**src/hdl/mixer_auto_regs.svh**
```systemverilog
// register map, field positions, defaults and codes of the automation interpreter
`ifndef MIXER_AUTO_REGS_SVH
`define MIXER_AUTO_REGS_SVH
// ==========================================================
// timing
`define CLK_HZ 50000000
`define LINK_BAUD 38400
`define BIT_CYCLES (`CLK_HZ / `LINK_BAUD)
// ==========================================================
// register offsets (byte addresses)
`define OFS_CTRL 8'h00
`define OFS_SLOW 8'h04
`define OFS_MED 8'h08
`define OFS_FAST 8'h0c
`define OFS_STAT 8'h10
`define OFS_LAST 8'h14
// ==========================================================
// fields
`define CTRL_PORT_EN 0
`define CTRL_FMT50 1
`define CTRL_RST 1'h1
`define RATE_MAX 10'h3e7
`define DEF_SLOW_60 10'h03c
`define DEF_SLOW_50 10'h032
`define DEF_MED_60 10'h01e
`define DEF_MED_50 10'h019
`define DEF_FAST_60 10'h00f
`define DEF_FAST_50 10'h00c
// ==========================================================
// command codes, query flag and answers
`define QUERY_BIT 7
`define C_NEXT 7'h01
`define C_START 7'h02
`define C_TYPE 7'h03
`define C_RATE 7'h04
`define C_TSTAT 7'h05
`define C_XPT 7'h06
`define C_KMOD 7'h0a
`define C_KEN 7'h0b
`define C_KSTAT 7'h0c
`define C_AUTO 7'h0d
`define C_SYS 7'h12
`define C_TSTAT2 7'h15
`define T_WIPE 8'h02
`define T_MAXOK 8'h01
`define XPT_MAX 8'h10
`define R_ACK 8'h04
`define R_NAK 8'h05
`define R_INPROG 8'h03
`define R_AUDIO_Q 8'h01
`define R_ENABLED 8'h01
`define R_SYS_OK 8'h00
`endif

```
**src/hdl/mixer_auto_pkg.sv**
```systemverilog
// types shared by the automation interpreter
package mixer_auto_pkg;
  typedef enum logic [3:0] {
    ST_CMD = 4'b0001,
    ST_ARG = 4'b0010,
    ST_EXEC = 4'b0100,
    ST_SEND = 4'b1000
  } parse_e;
endpackage

```
**src/hdl/mixer_auto_top.sv**
```systemverilog
// automation command interpreter for the keyer and mixer card
//
// Behaviour
// - medium and fast rates 1 to 999 frames
// - slow default 60 frames, 50 at 50Hz
// - medium default 30 frames, 25 at 50Hz
// - fast default 15 frames, 12 at 50Hz
// - link runs 38400 baud, 8N1
// - start trigger bits 1 to 7 ignored
// - wipe or custom type answers error
// - local rates; never report type 04; cap 999
// - transition status answers 03 then 01
// - crosspoint bus bits 2 and up ignored
// - crosspoint values 1 to 16 select
// - crosspoint take refused during transition
// - stop, preroll, time, breakaway, audio unsupported
// - key modifier bit0 self/external; others refused/ignored
// - key enable and modifier refuse keyer bit 4
// - automation status query answers enabled
// - port disabled means no answer at all
// - system status answers 0
//
// Local design decisions: the APB interface to the registers and the register addresses.
`timescale 1ns/1ps
`include "mixer_auto_regs.svh"
module mixer_auto_top #(
  parameter int BIT_CLKS = `BIT_CYCLES
) (
  // clock and reset
  input wire logic CLK,
  input wire logic RST,
  // apb slave
  input wire logic PSEL,
  input wire logic PENABLE,
  input wire logic PWRITE,
  input wire logic [7:0] PADDR,
  input wire logic [31:0] PWDATA,
  output logic [31:0] PRDATA,
  output logic PREADY,
  output logic PSLVERR,
  // automation link
  input wire logic UART_RXD,
  output logic UART_TXD,
  // video timing and mixer control
  input wire logic FRAME_PULSE,
  output logic TRANS_BUSY,
  output logic [7:0] PGM_XPT,
  output logic [7:0] PST_XPT,
  output logic [3:0] KEY_ON,
  output logic KEY_EXT
);
  // ==========================================================
  // helpers
  function automatic logic [9:0] clamp_rate(input logic [31:0] v);
    if (v == 32'h0) clamp_rate = 10'h001;
    else if (v > 32'(`RATE_MAX)) clamp_rate = `RATE_MAX;
    else clamp_rate = v[9:0];
  endfunction
  function automatic logic [9:0] eff_rate(input logic [9:0] r, input logic f50,
                                          input logic [9:0] d60, input logic [9:0] d50);
    if (r != 10'h000) eff_rate = r;
    else eff_rate = f50 ? d50 : d60;
  endfunction
  function automatic logic [1:0] arg_count(input logic [7:0] c);
    if (c[`QUERY_BIT]) arg_count = 2'h0;
    else case (c[6:0])
      `C_NEXT, `C_START, `C_TYPE, `C_RATE, `C_KEN: arg_count = 2'h1;
      `C_XPT, `C_KMOD: arg_count = 2'h2;
      default: arg_count = 2'h0;
    endcase
  endfunction
  // ==========================================================
  // apb registers
  logic port_en_r;
  logic fmt50_r;
  logic [9:0] slow_r;
  logic [9:0] med_r;
  logic [9:0] fast_r;
  logic [9:0] slow_eff;
  logic [9:0] med_eff;
  logic [9:0] fast_eff;
  logic [7:0] last_cmd_r;
  logic last_nak_r;
  logic wr_en;
  logic addr_ok;
  // a zero register means "use the format default", so reset needs no strap
  assign slow_eff = eff_rate(slow_r, fmt50_r, `DEF_SLOW_60, `DEF_SLOW_50);
  assign med_eff = eff_rate(med_r, fmt50_r, `DEF_MED_60, `DEF_MED_50);
  assign fast_eff = eff_rate(fast_r, fmt50_r, `DEF_FAST_60, `DEF_FAST_50);
  assign addr_ok = PADDR inside {`OFS_CTRL, `OFS_SLOW, `OFS_MED, `OFS_FAST,
                                 `OFS_STAT, `OFS_LAST};
  assign wr_en = PSEL && PENABLE && PWRITE && addr_ok;
  assign PREADY = 1'b1;
  assign PSLVERR = PSEL && PENABLE && !addr_ok;
  always_ff @(posedge CLK or posedge RST) begin
    if (RST) begin
      port_en_r <= `CTRL_RST;
      fmt50_r <= 1'b0;
      slow_r <= 10'h000;
      med_r <= 10'h000;
      fast_r <= 10'h000;
    end else if (wr_en) begin
      case (PADDR)
        `OFS_CTRL: begin
          port_en_r <= PWDATA[`CTRL_PORT_EN];
          fmt50_r <= PWDATA[`CTRL_FMT50];
        end
        `OFS_SLOW: slow_r <= clamp_rate(PWDATA);
        `OFS_MED: med_r <= clamp_rate(PWDATA);
        `OFS_FAST: fast_r <= clamp_rate(PWDATA);
        default: ;
      endcase
    end
  end
  // ==========================================================
  // parser and command execution
  mixer_auto_pkg::parse_e st_r;
  logic [7:0] rx_data;
  logic rx_valid;
  logic tx_ready;
  logic tx_go_r;
  logic [7:0] tx_data_r;
  logic [7:0] cmd_r;
  logic [7:0] a0_r;
  logic [7:0] a1_r;
  logic [1:0] argn_r;
  logic [7:0] rep0_r;
  logic [7:0] rep1_r;
  logic [1:0] repn_r;
  logic [3:0] next_r;
  logic [7:0] ttype_r;
  logic [1:0] rate_sel_r;
  logic start_go_r;
  logic start_cut_r;
  logic xpt_go_r;
  logic busy_r;
  logic q;
  logic [6:0] c;
  assign q = cmd_r[`QUERY_BIT];
  assign c = cmd_r[6:0];
  if (BIT_CLKS < 4 || BIT_CLKS > 65535) begin : g_bad_bit
    $error("mixer_auto_top: BIT_CLKS out of range");
  end
  link_rx #(.CLKS(BIT_CLKS)) u_rx (
    .clk(CLK),
    .rst(RST),
    .rxd(UART_RXD),
    .data(rx_data),
    .valid(rx_valid)
  );
  link_tx #(.CLKS(BIT_CLKS)) u_tx (
    .clk(CLK),
    .rst(RST),
    .go(tx_go_r),
    .data(tx_data_r),
    .ready(tx_ready),
    .txd(UART_TXD)
  );
  always_ff @(posedge CLK or posedge RST) begin
    if (RST) begin
      st_r <= mixer_auto_pkg::ST_CMD;
      cmd_r <= 8'h00;
      a0_r <= 8'h00;
      a1_r <= 8'h00;
      argn_r <= 2'h0;
      rep0_r <= 8'h00;
      rep1_r <= 8'h00;
      repn_r <= 2'h0;
      tx_go_r <= 1'b0;
      tx_data_r <= 8'h00;
      next_r <= 4'h0;
      ttype_r <= 8'h01;
      rate_sel_r <= 2'h3;
      start_go_r <= 1'b0;
      start_cut_r <= 1'b0;
      xpt_go_r <= 1'b0;
      KEY_ON <= 4'h0;
      KEY_EXT <= 1'b0;
      last_cmd_r <= 8'h00;
      last_nak_r <= 1'b0;
    end else begin
      tx_go_r <= 1'b0;
      start_go_r <= 1'b0;
      xpt_go_r <= 1'b0;
      case (st_r)
        mixer_auto_pkg::ST_CMD: if (rx_valid) begin
          cmd_r <= rx_data;
          argn_r <= arg_count(rx_data);
          st_r <= (arg_count(rx_data) == 2'h0) ? mixer_auto_pkg::ST_EXEC
                                               : mixer_auto_pkg::ST_ARG;
        end
        mixer_auto_pkg::ST_ARG: if (rx_valid) begin
          a0_r <= rx_data;
          a1_r <= a0_r;
          argn_r <= argn_r - 2'h1;
          if (argn_r == 2'h1) st_r <= mixer_auto_pkg::ST_EXEC;
        end
        mixer_auto_pkg::ST_EXEC: begin
          // with two arguments a1 holds the first byte and a0 the second
          last_cmd_r <= cmd_r;
          rep0_r <= `R_ACK;
          repn_r <= 2'h1;
          last_nak_r <= 1'b0;
          st_r <= port_en_r ? mixer_auto_pkg::ST_SEND : mixer_auto_pkg::ST_CMD;
          case (c)
            `C_NEXT: if (q) rep0_r <= {3'h0, next_r, 1'b0};
              else next_r <= a0_r[4:1];
            `C_START: if (q || busy_r) begin
              rep0_r <= `R_NAK;
              last_nak_r <= 1'b1;
            end else if (port_en_r) begin
              start_go_r <= 1'b1;
              start_cut_r <= a0_r[0];
            end
            `C_TYPE: if (q) rep0_r <= ttype_r;
              else if (a0_r == `T_WIPE || a0_r > `T_MAXOK) begin
                rep0_r <= `R_NAK;
                last_nak_r <= 1'b1;
              end else if (port_en_r) ttype_r <= a0_r;
            `C_RATE: if (q) rep0_r <= {6'h00, rate_sel_r};
              else if (a0_r == 8'h00 || a0_r > 8'h03) begin
                rep0_r <= `R_NAK;
                last_nak_r <= 1'b1;
              end else if (port_en_r) rate_sel_r <= a0_r[1:0];
            `C_TSTAT, `C_TSTAT2: begin
              rep0_r <= `R_INPROG;
              rep1_r <= `R_AUDIO_Q;
              repn_r <= 2'h2;
            end
            `C_XPT: if (q || busy_r || a0_r > `XPT_MAX) begin
              rep0_r <= `R_NAK;
              last_nak_r <= 1'b1;
            end else xpt_go_r <= port_en_r;
            `C_KMOD: if (q || a1_r[4] || a0_r[1]) begin
              rep0_r <= `R_NAK;
              last_nak_r <= 1'b1;
            end else if (port_en_r) KEY_EXT <= a0_r[0];
            `C_KEN: if (q) rep0_r <= {4'h0, KEY_ON};
              else if (a0_r[4]) begin
                rep0_r <= `R_NAK;
                last_nak_r <= 1'b1;
              end else if (port_en_r) KEY_ON <= a0_r[3:0];
            `C_KSTAT: rep0_r <= {4'h0, KEY_ON};
            `C_AUTO: if (q) rep0_r <= `R_ENABLED;
            `C_SYS: rep0_r <= `R_SYS_OK;
            7'h07, 7'h08, 7'h09, 7'h0e, 7'h0f, 7'h10, 7'h11: begin
              rep0_r <= `R_NAK;
              last_nak_r <= 1'b1;
            end
            default: begin
              rep0_r <= `R_NAK;
              last_nak_r <= 1'b1;
            end
          endcase
        end
        mixer_auto_pkg::ST_SEND: if (tx_ready && !tx_go_r) begin
          tx_go_r <= 1'b1;
          tx_data_r <= rep0_r;
          rep0_r <= rep1_r;
          repn_r <= repn_r - 2'h1;
          if (repn_r == 2'h1) st_r <= mixer_auto_pkg::ST_CMD;
        end
        default: st_r <= mixer_auto_pkg::ST_CMD;
      endcase
    end
  end
  // ==========================================================
  // transition timing and crosspoints
  logic [9:0] cnt_r;
  logic [9:0] tgt_r;
  logic [9:0] cnt_inc;
  assign cnt_inc = cnt_r + 10'h001;
  assign TRANS_BUSY = busy_r;
  always_ff @(posedge CLK or posedge RST) begin
    if (RST) begin
      busy_r <= 1'b0;
      cnt_r <= 10'h000;
      tgt_r <= 10'h001;
      PGM_XPT <= 8'h00;
      PST_XPT <= 8'h00;
    end else begin
      if (start_go_r) begin
        if (start_cut_r) begin
          PGM_XPT <= PST_XPT;
          PST_XPT <= PGM_XPT;
        end else begin
          busy_r <= 1'b1;
          cnt_r <= 10'h000;
          case (rate_sel_r)
            2'h1: tgt_r <= slow_eff;
            2'h2: tgt_r <= med_eff;
            default: tgt_r <= fast_eff;
          endcase
        end
      end else if (busy_r && FRAME_PULSE) begin
        cnt_r <= cnt_inc;
        if (cnt_inc >= tgt_r) begin
          busy_r <= 1'b0;
          PGM_XPT <= PST_XPT;
          PST_XPT <= PGM_XPT;
        end
      end else if (xpt_go_r && a0_r != 8'h00) begin
        // only the two low bus bits mean anything
        if (a1_r[0]) PGM_XPT <= a0_r;
        if (a1_r[1]) PST_XPT <= a0_r;
      end
    end
  end
  // ==========================================================
  // read data, registered in the setup cycle
  always_ff @(posedge CLK or posedge RST) begin
    if (RST) PRDATA <= 32'h00000000;
    else if (PSEL && !PENABLE) begin
      case (PADDR)
        `OFS_CTRL: PRDATA <= {30'h0, fmt50_r, port_en_r};
        `OFS_SLOW: PRDATA <= {22'h0, slow_eff};
        `OFS_MED: PRDATA <= {22'h0, med_eff};
        `OFS_FAST: PRDATA <= {22'h0, fast_eff};
        `OFS_STAT: PRDATA <= {8'h00, PST_XPT, PGM_XPT, rate_sel_r, KEY_EXT, KEY_ON, busy_r};
        `OFS_LAST: PRDATA <= {23'h0, last_nak_r, last_cmd_r};
        default: PRDATA <= 32'h00000000;
      endcase
    end
  end

  logic exec;
  assign exec = st_r == mixer_auto_pkg::ST_EXEC;
endmodule // mixer_auto_top

```
**src/hdl/link_rx.sv**
```systemverilog
// serial receiver, 8 data bits, no parity, one stop bit
`timescale 1ns/1ps
module link_rx #(
  parameter int CLKS = 1302
) (
  // clock and reset
  input wire logic clk,
  input wire logic rst,
  // line and received byte
  input wire logic rxd,
  output logic [7:0] data,
  output logic valid
);
  localparam logic [15:0] FULL = 16'(CLKS - 1);
  localparam logic [15:0] HALF = 16'(CLKS / 2);
  logic busy_r;
  logic [15:0] cnt_r;
  logic [3:0] bit_r;
  logic [7:0] sh_r;
  if (CLKS < 4 || CLKS > 65535) begin : g_bad_clks
    $error("link_rx: CLKS out of range");
  end
  // ==========================================================
  // sampling at mid bit
  always_ff @(posedge clk or posedge rst) begin
    if (rst) begin
      busy_r <= 1'b0;
      cnt_r <= 16'h0000;
      bit_r <= 4'h0;
      sh_r <= 8'h00;
      data <= 8'h00;
      valid <= 1'b0;
    end else begin
      valid <= 1'b0;
      if (!busy_r) begin
        if (!rxd) begin
          busy_r <= 1'b1;
          cnt_r <= HALF;
          bit_r <= 4'h0;
        end
      end else if (cnt_r != 16'h0000) begin
        cnt_r <= cnt_r - 16'h0001;
      end else begin
        cnt_r <= FULL;
        bit_r <= bit_r + 4'h1;
        // a glitch shorter than half a bit is not a start
        if (bit_r == 4'h0 && rxd) busy_r <= 1'b0;
        else if (bit_r != 4'h0 && bit_r < 4'h9) sh_r <= {rxd, sh_r[7:1]};
        else if (bit_r == 4'h9) begin
          busy_r <= 1'b0;
          valid <= rxd;
          data <= sh_r;
        end
      end
    end
  end
endmodule // link_rx

```
**src/hdl/link_tx.sv**
```systemverilog
// serial transmitter, 8 data bits, no parity, one stop bit
`timescale 1ns/1ps
module link_tx #(
  parameter int CLKS = 1302
) (
  // clock and reset
  input wire logic clk,
  input wire logic rst,
  // byte in
  input wire logic go,
  input wire logic [7:0] data,
  output logic ready,
  // line
  output logic txd
);
  localparam logic [15:0] FULL = 16'(CLKS - 1);
  logic busy_r;
  logic [15:0] cnt_r;
  logic [3:0] bit_r;
  logic [9:0] sh_r;
  if (CLKS < 4 || CLKS > 65535) begin : g_bad_clks
    $error("link_tx: CLKS out of range");
  end
  assign ready = !busy_r;
  // ==========================================================
  // shifter, lsb first
  always_ff @(posedge clk or posedge rst) begin
    if (rst) begin
      busy_r <= 1'b0;
      cnt_r <= 16'h0000;
      bit_r <= 4'h0;
      sh_r <= 10'h3ff;
      txd <= 1'b1;
    end else if (!busy_r) begin
      txd <= 1'b1;
      if (go) begin
        busy_r <= 1'b1;
        sh_r <= {1'b1, data, 1'b0};
        cnt_r <= FULL;
        bit_r <= 4'h0;
        txd <= 1'b0;
      end
    end else if (cnt_r != 16'h0000) begin
      cnt_r <= cnt_r - 16'h0001;
    end else begin
      cnt_r <= FULL;
      bit_r <= bit_r + 4'h1;
      sh_r <= {1'b1, sh_r[9:1]};
      txd <= sh_r[1];
      if (bit_r == 4'h9) begin
        busy_r <= 1'b0;
        txd <= 1'b1;
      end
    end
  end
endmodule // link_tx

```
**config.mk**
```make
export PLATFORM = sky130hd
export DESIGN_NAME = mixer_auto_top
export DESIGN_NICKNAME = d
export VERILOG_FILES = /design/src/hdl/mixer_auto_pkg.sv /design/src/hdl/mixer_auto_top.sv /design/src/hdl/link_rx.sv /design/src/hdl/link_tx.sv
export VERILOG_INCLUDE_DIRS = /design/src /design/src/hdl
export SDC_FILE = /design/constraint.sdc
export NUM_CORES = 1
export LEC_CHECK = 0
export BUFFER_PORTS_ARGS = -buffer_cell sky130_fd_sc_hd__buf_2
export CAP_MARGIN = 20
export CORE_MARGIN = 2
export CORE_UTILIZATION = 55
export CTS_BUF_LIST = sky130_fd_sc_hd__clkbuf_4
export DETAILED_ROUTE_END_ITERATION = 16
export PLACE_DENSITY = 0.73
export SLEW_MARGIN = 20
export SYNTH_ARGS = -nofsm -noshare
export SYNTH_HDL_FRONTEND = slang
export SYNTH_SLANG_ARGS = --single-unit
```
**constraint.sdc**
```tcl
create_clock -name CLK -period 8 [get_ports CLK]
set_input_delay 1.2 -clock CLK [delete_from_list [all_inputs] [get_ports CLK]]
set_output_delay 1.2 -clock CLK [all_outputs]
set_load 0.01 [all_outputs]
```
==> results.toml <==
[global_route]
grt_usage = 0.2570
grt_pass1_vias = 9162
grt_pass1_wl_um = 47080
antenna_found_initial = 1
grt_max_degree = 120
grt-ovfl-total = 0

[power]
power_density_nw_per_um2 = 198.1
p_leak_nw = 6.625
ir_drop_uv = 182.0

[synthesis]
ys_ff_latch = 237
async_reset_ff_frac = 1.000
syn_area_um2 = 12000
yosysSeqAreaShare = 0.4960
synth_ff_type = "dfrtp_1"
synth_cell_types = 83
yosys_warnings = 0
yosys.area.top_type_share = 0.4631
syn_area_per_cell_um2 = 9.697
synth-edff-count = 0
synth_top_area_cell = "dfrtp_1"
synthTopCellsByArea = "dfrtp_1 46%, nand2_1 6.9%, mux2_2 5.3%, o21ai_0 4.3%, dfstp_2 3.3%"
synth_cells = 1237

[floorplan]
rows = 54
ioPinCount = 104
start_util = 0.5548
die_x_um = 151.7
dieHeight_um = 151.7
core_area_um2 = 21620
fp.dieArea_um2 = 23010

[worst_setup_path]
path_max_fanout = 5
ff2ff_path_depth = 11
worstPathRequired_ns = 6.80
path_cells = "buf_2 -> or4_4 -> a211oi_1 -> nor2_1 -> buf_2"
cp_common_cell = "buf_2"
worstPathArrival_ns = 2.45
cp-start-kind = "input port"
crit_path_end_kind = "output port"
crit_slowest_cell = "or4_4"
cpPeakStageDelay_ns = 0.56
crit_cells = 5
cpLargestDelayFamily = "simple AND/OR/NAND/NOR gates"
crit_buf_inv = 2
criticalPathCategory = "input port to output port"

[sta]
fin_ws_ns = 4.347
min_period_ns = 3.653
fin_skew_ns = 0.04670
final.setup.tns_ns = 0
worstMarginPinSlew_ns = 1.052
hold_viol = 0
finalCritPeriodShare = 0.4566
slew-limit-headroom = 0.2974
slew_viol_final = 0
max_freq_ghz = 0.2738
grt_setup_unrepaired = "no"
hold_slack_ns = 0.4614
finalSetupViolations = 0

[detailed_routing]
vias_per_cell = 5.730
vias = 9603
dr.pass1.iters = 5
drtAntennaViolNets = 0
wirelength_um = 28690
avgRoutedWirePerCell_um = 17.12
drc = 0
drtIter0Drc = 763

[clocking]
ctsRootBufferMaster = "clkbuf_4"
clkLatencyLatePin_ns = 0.67
cts_sinks = 237
ctsLongestPathBuffers = 3
holdBufCountCts = 0
cts.clk_slew.worst_paths_ns = 0.08
post_cts_buffers = 0
cts_inserted_buffers = 66
cts_tree = "yes"
cts_resized = 0
htree_levels = 3

[placement]
port_buffers = 94
place.gp.congestion = 0.9991
hpwlAfterDp_um = 19680
pre_cts_ws_ns = 4.325

[finish]
layout_common_cells = "222 x dfrtp_1, 219 x nand2_1, 106 x clkbuf_4, 102 x o21ai_0, 94 x buf_2"
drive_above_1_share = 0.2215
regArea_um2 = 5949
final_nets = 1415
final_common_cell = "dfrtp_1"
fillers = 1875
area_growth_pct = 11.90
multiInputGateArea_um2 = 5629

[min_path]
hold_path_depth = 2
hold_class = "register to register"

[status]
status = "complete, no violations"

[job]
maxCapViolations = 0
## path summary, 6_finish.rpt
path	start	endpoint	slack [ns]
worst max-delay path	PADDR[0]	PSLVERR	4.35
worst min-delay path	rep0_r[7]$_DFFE_PP0P_	tx_data_r[7]$_DFFE_PP0P_	0.46
worst max register to register	cnt_r[0]$_DFFE_PP0P_	PGM_XPT[6]$_DFFE_PP0P_	4.61
worst min register to register	rep0_r[7]$_DFFE_PP0P_	tx_data_r[7]$_DFFE_PP0P_	0.46
max in group asynchronous	RST	u_rx.data[7]$_DFFE_PP0P_	5.95
min in group asynchronous	RST	tgt_r[4]$_DFFE_PP0P_	0.69
## routing by layer
layer	track usage	up-vias	share of wire
met5	0	-	0
met3	0.05539	36	0.059
li1	-	4623	-
met4	0.07454	0	0.015
met2	0.3919	254	0.46
met1	0.3719	4690	0.46
## layout make-up
cell class	instances	share of cell area
sequential	237	0.4432
antenna	1	0.0001864
inverter	38	0.01119
tap	280	0.02610
clock inverter	14	0.003915
multi-input combinational	903	0.4194
clock buffer	106	0.05928
timing repair buffer	97	0.03673
## where the power goes
group          switching, mW  internal [mW]  leakage, nW
logic                  0.143          0.101         2.90
registers             0.0608           1.24         3.21
clock network          0.511          0.599        0.512
## metrics by stage
stage                       util  cell area (um^2)  cells  total power [mW]
after floorplan                -             12020   1244             1.504
after global placement    0.5814             12570   1555             1.561
after detailed placement  0.5814             12570   1555             1.570
after CTS                 0.6206             13420   1675             2.691
after global routing      0.6208             13420   1676             2.800
final                     0.6208             13420   1676             2.659
## cell usage after synthesis (5+ instances only)
library cell  number
nand2_1          219
nand3b_1          11
nand4_1            7
mux2_4             8
a31oi_1           14
or3_1              5
a22o_1            25
nor3_1            22
clkbuf_1          49
a211oi_1          12
mux2i_1           17
xor2_1             9
nor4_1            17
dfrtp_1          222
buf_4             11
or4_1              7
nand2b_1          15
o22ai_1            8
nand3_1           27
inv_1             37
xnor2_1           13
dfstp_2           15
nor2b_1           17
a22oi_1            9
a21o_1            10
a21oi_1           56
and2_1            11
o21a_1             5
mux2_2            56
ha_1              25
o21ai_0          102
nor2_1            78
## logic make-up after synthesis
family / count (synthesis) / synth area share
buf+inv: 104 / 0.03765
mux: 81 / 0.07677
fa+ha+maj: 26 / 0.02691
xor+xnor: 22 / 0.01606
other cells: 2 / 0.0006261
compound gates: 287 / 0.1509
flops: 237 / 0.4960
simple gates: 478 / 0.1951
## flip-flops by register name, summed over array words and instances, names as in the netlist, 4 cells and up
signal / cells
tgt_r: 10
PRDATA: 24
PGM_XPT: 8
med_r: 10
rep0_r: 8
u_rx.cnt_r: 16
u_rx.bit_r: 4
PST_XPT: 8
u_rx.sh_r: 8
u_rx.data: 8
u_tx.sh_r: 8
ttype_r: 8
a0_r: 8
last_cmd_r: 8
next_r: 4
u_tx.bit_r: 4
tx_data_r: 8
st_r: 4
KEY_ON: 4
cnt_r: 10
u_tx.cnt_r: 16
slow_r: 10
fast_r: 10
cmd_r: 8
## tightest hold or removal path, stage by stage (launching register included)
cell and delay [ns]:
dfrtp_1 0.34, nand2_1 0.05, nand2_1 0.05
(Power assumes the default switching activity.)
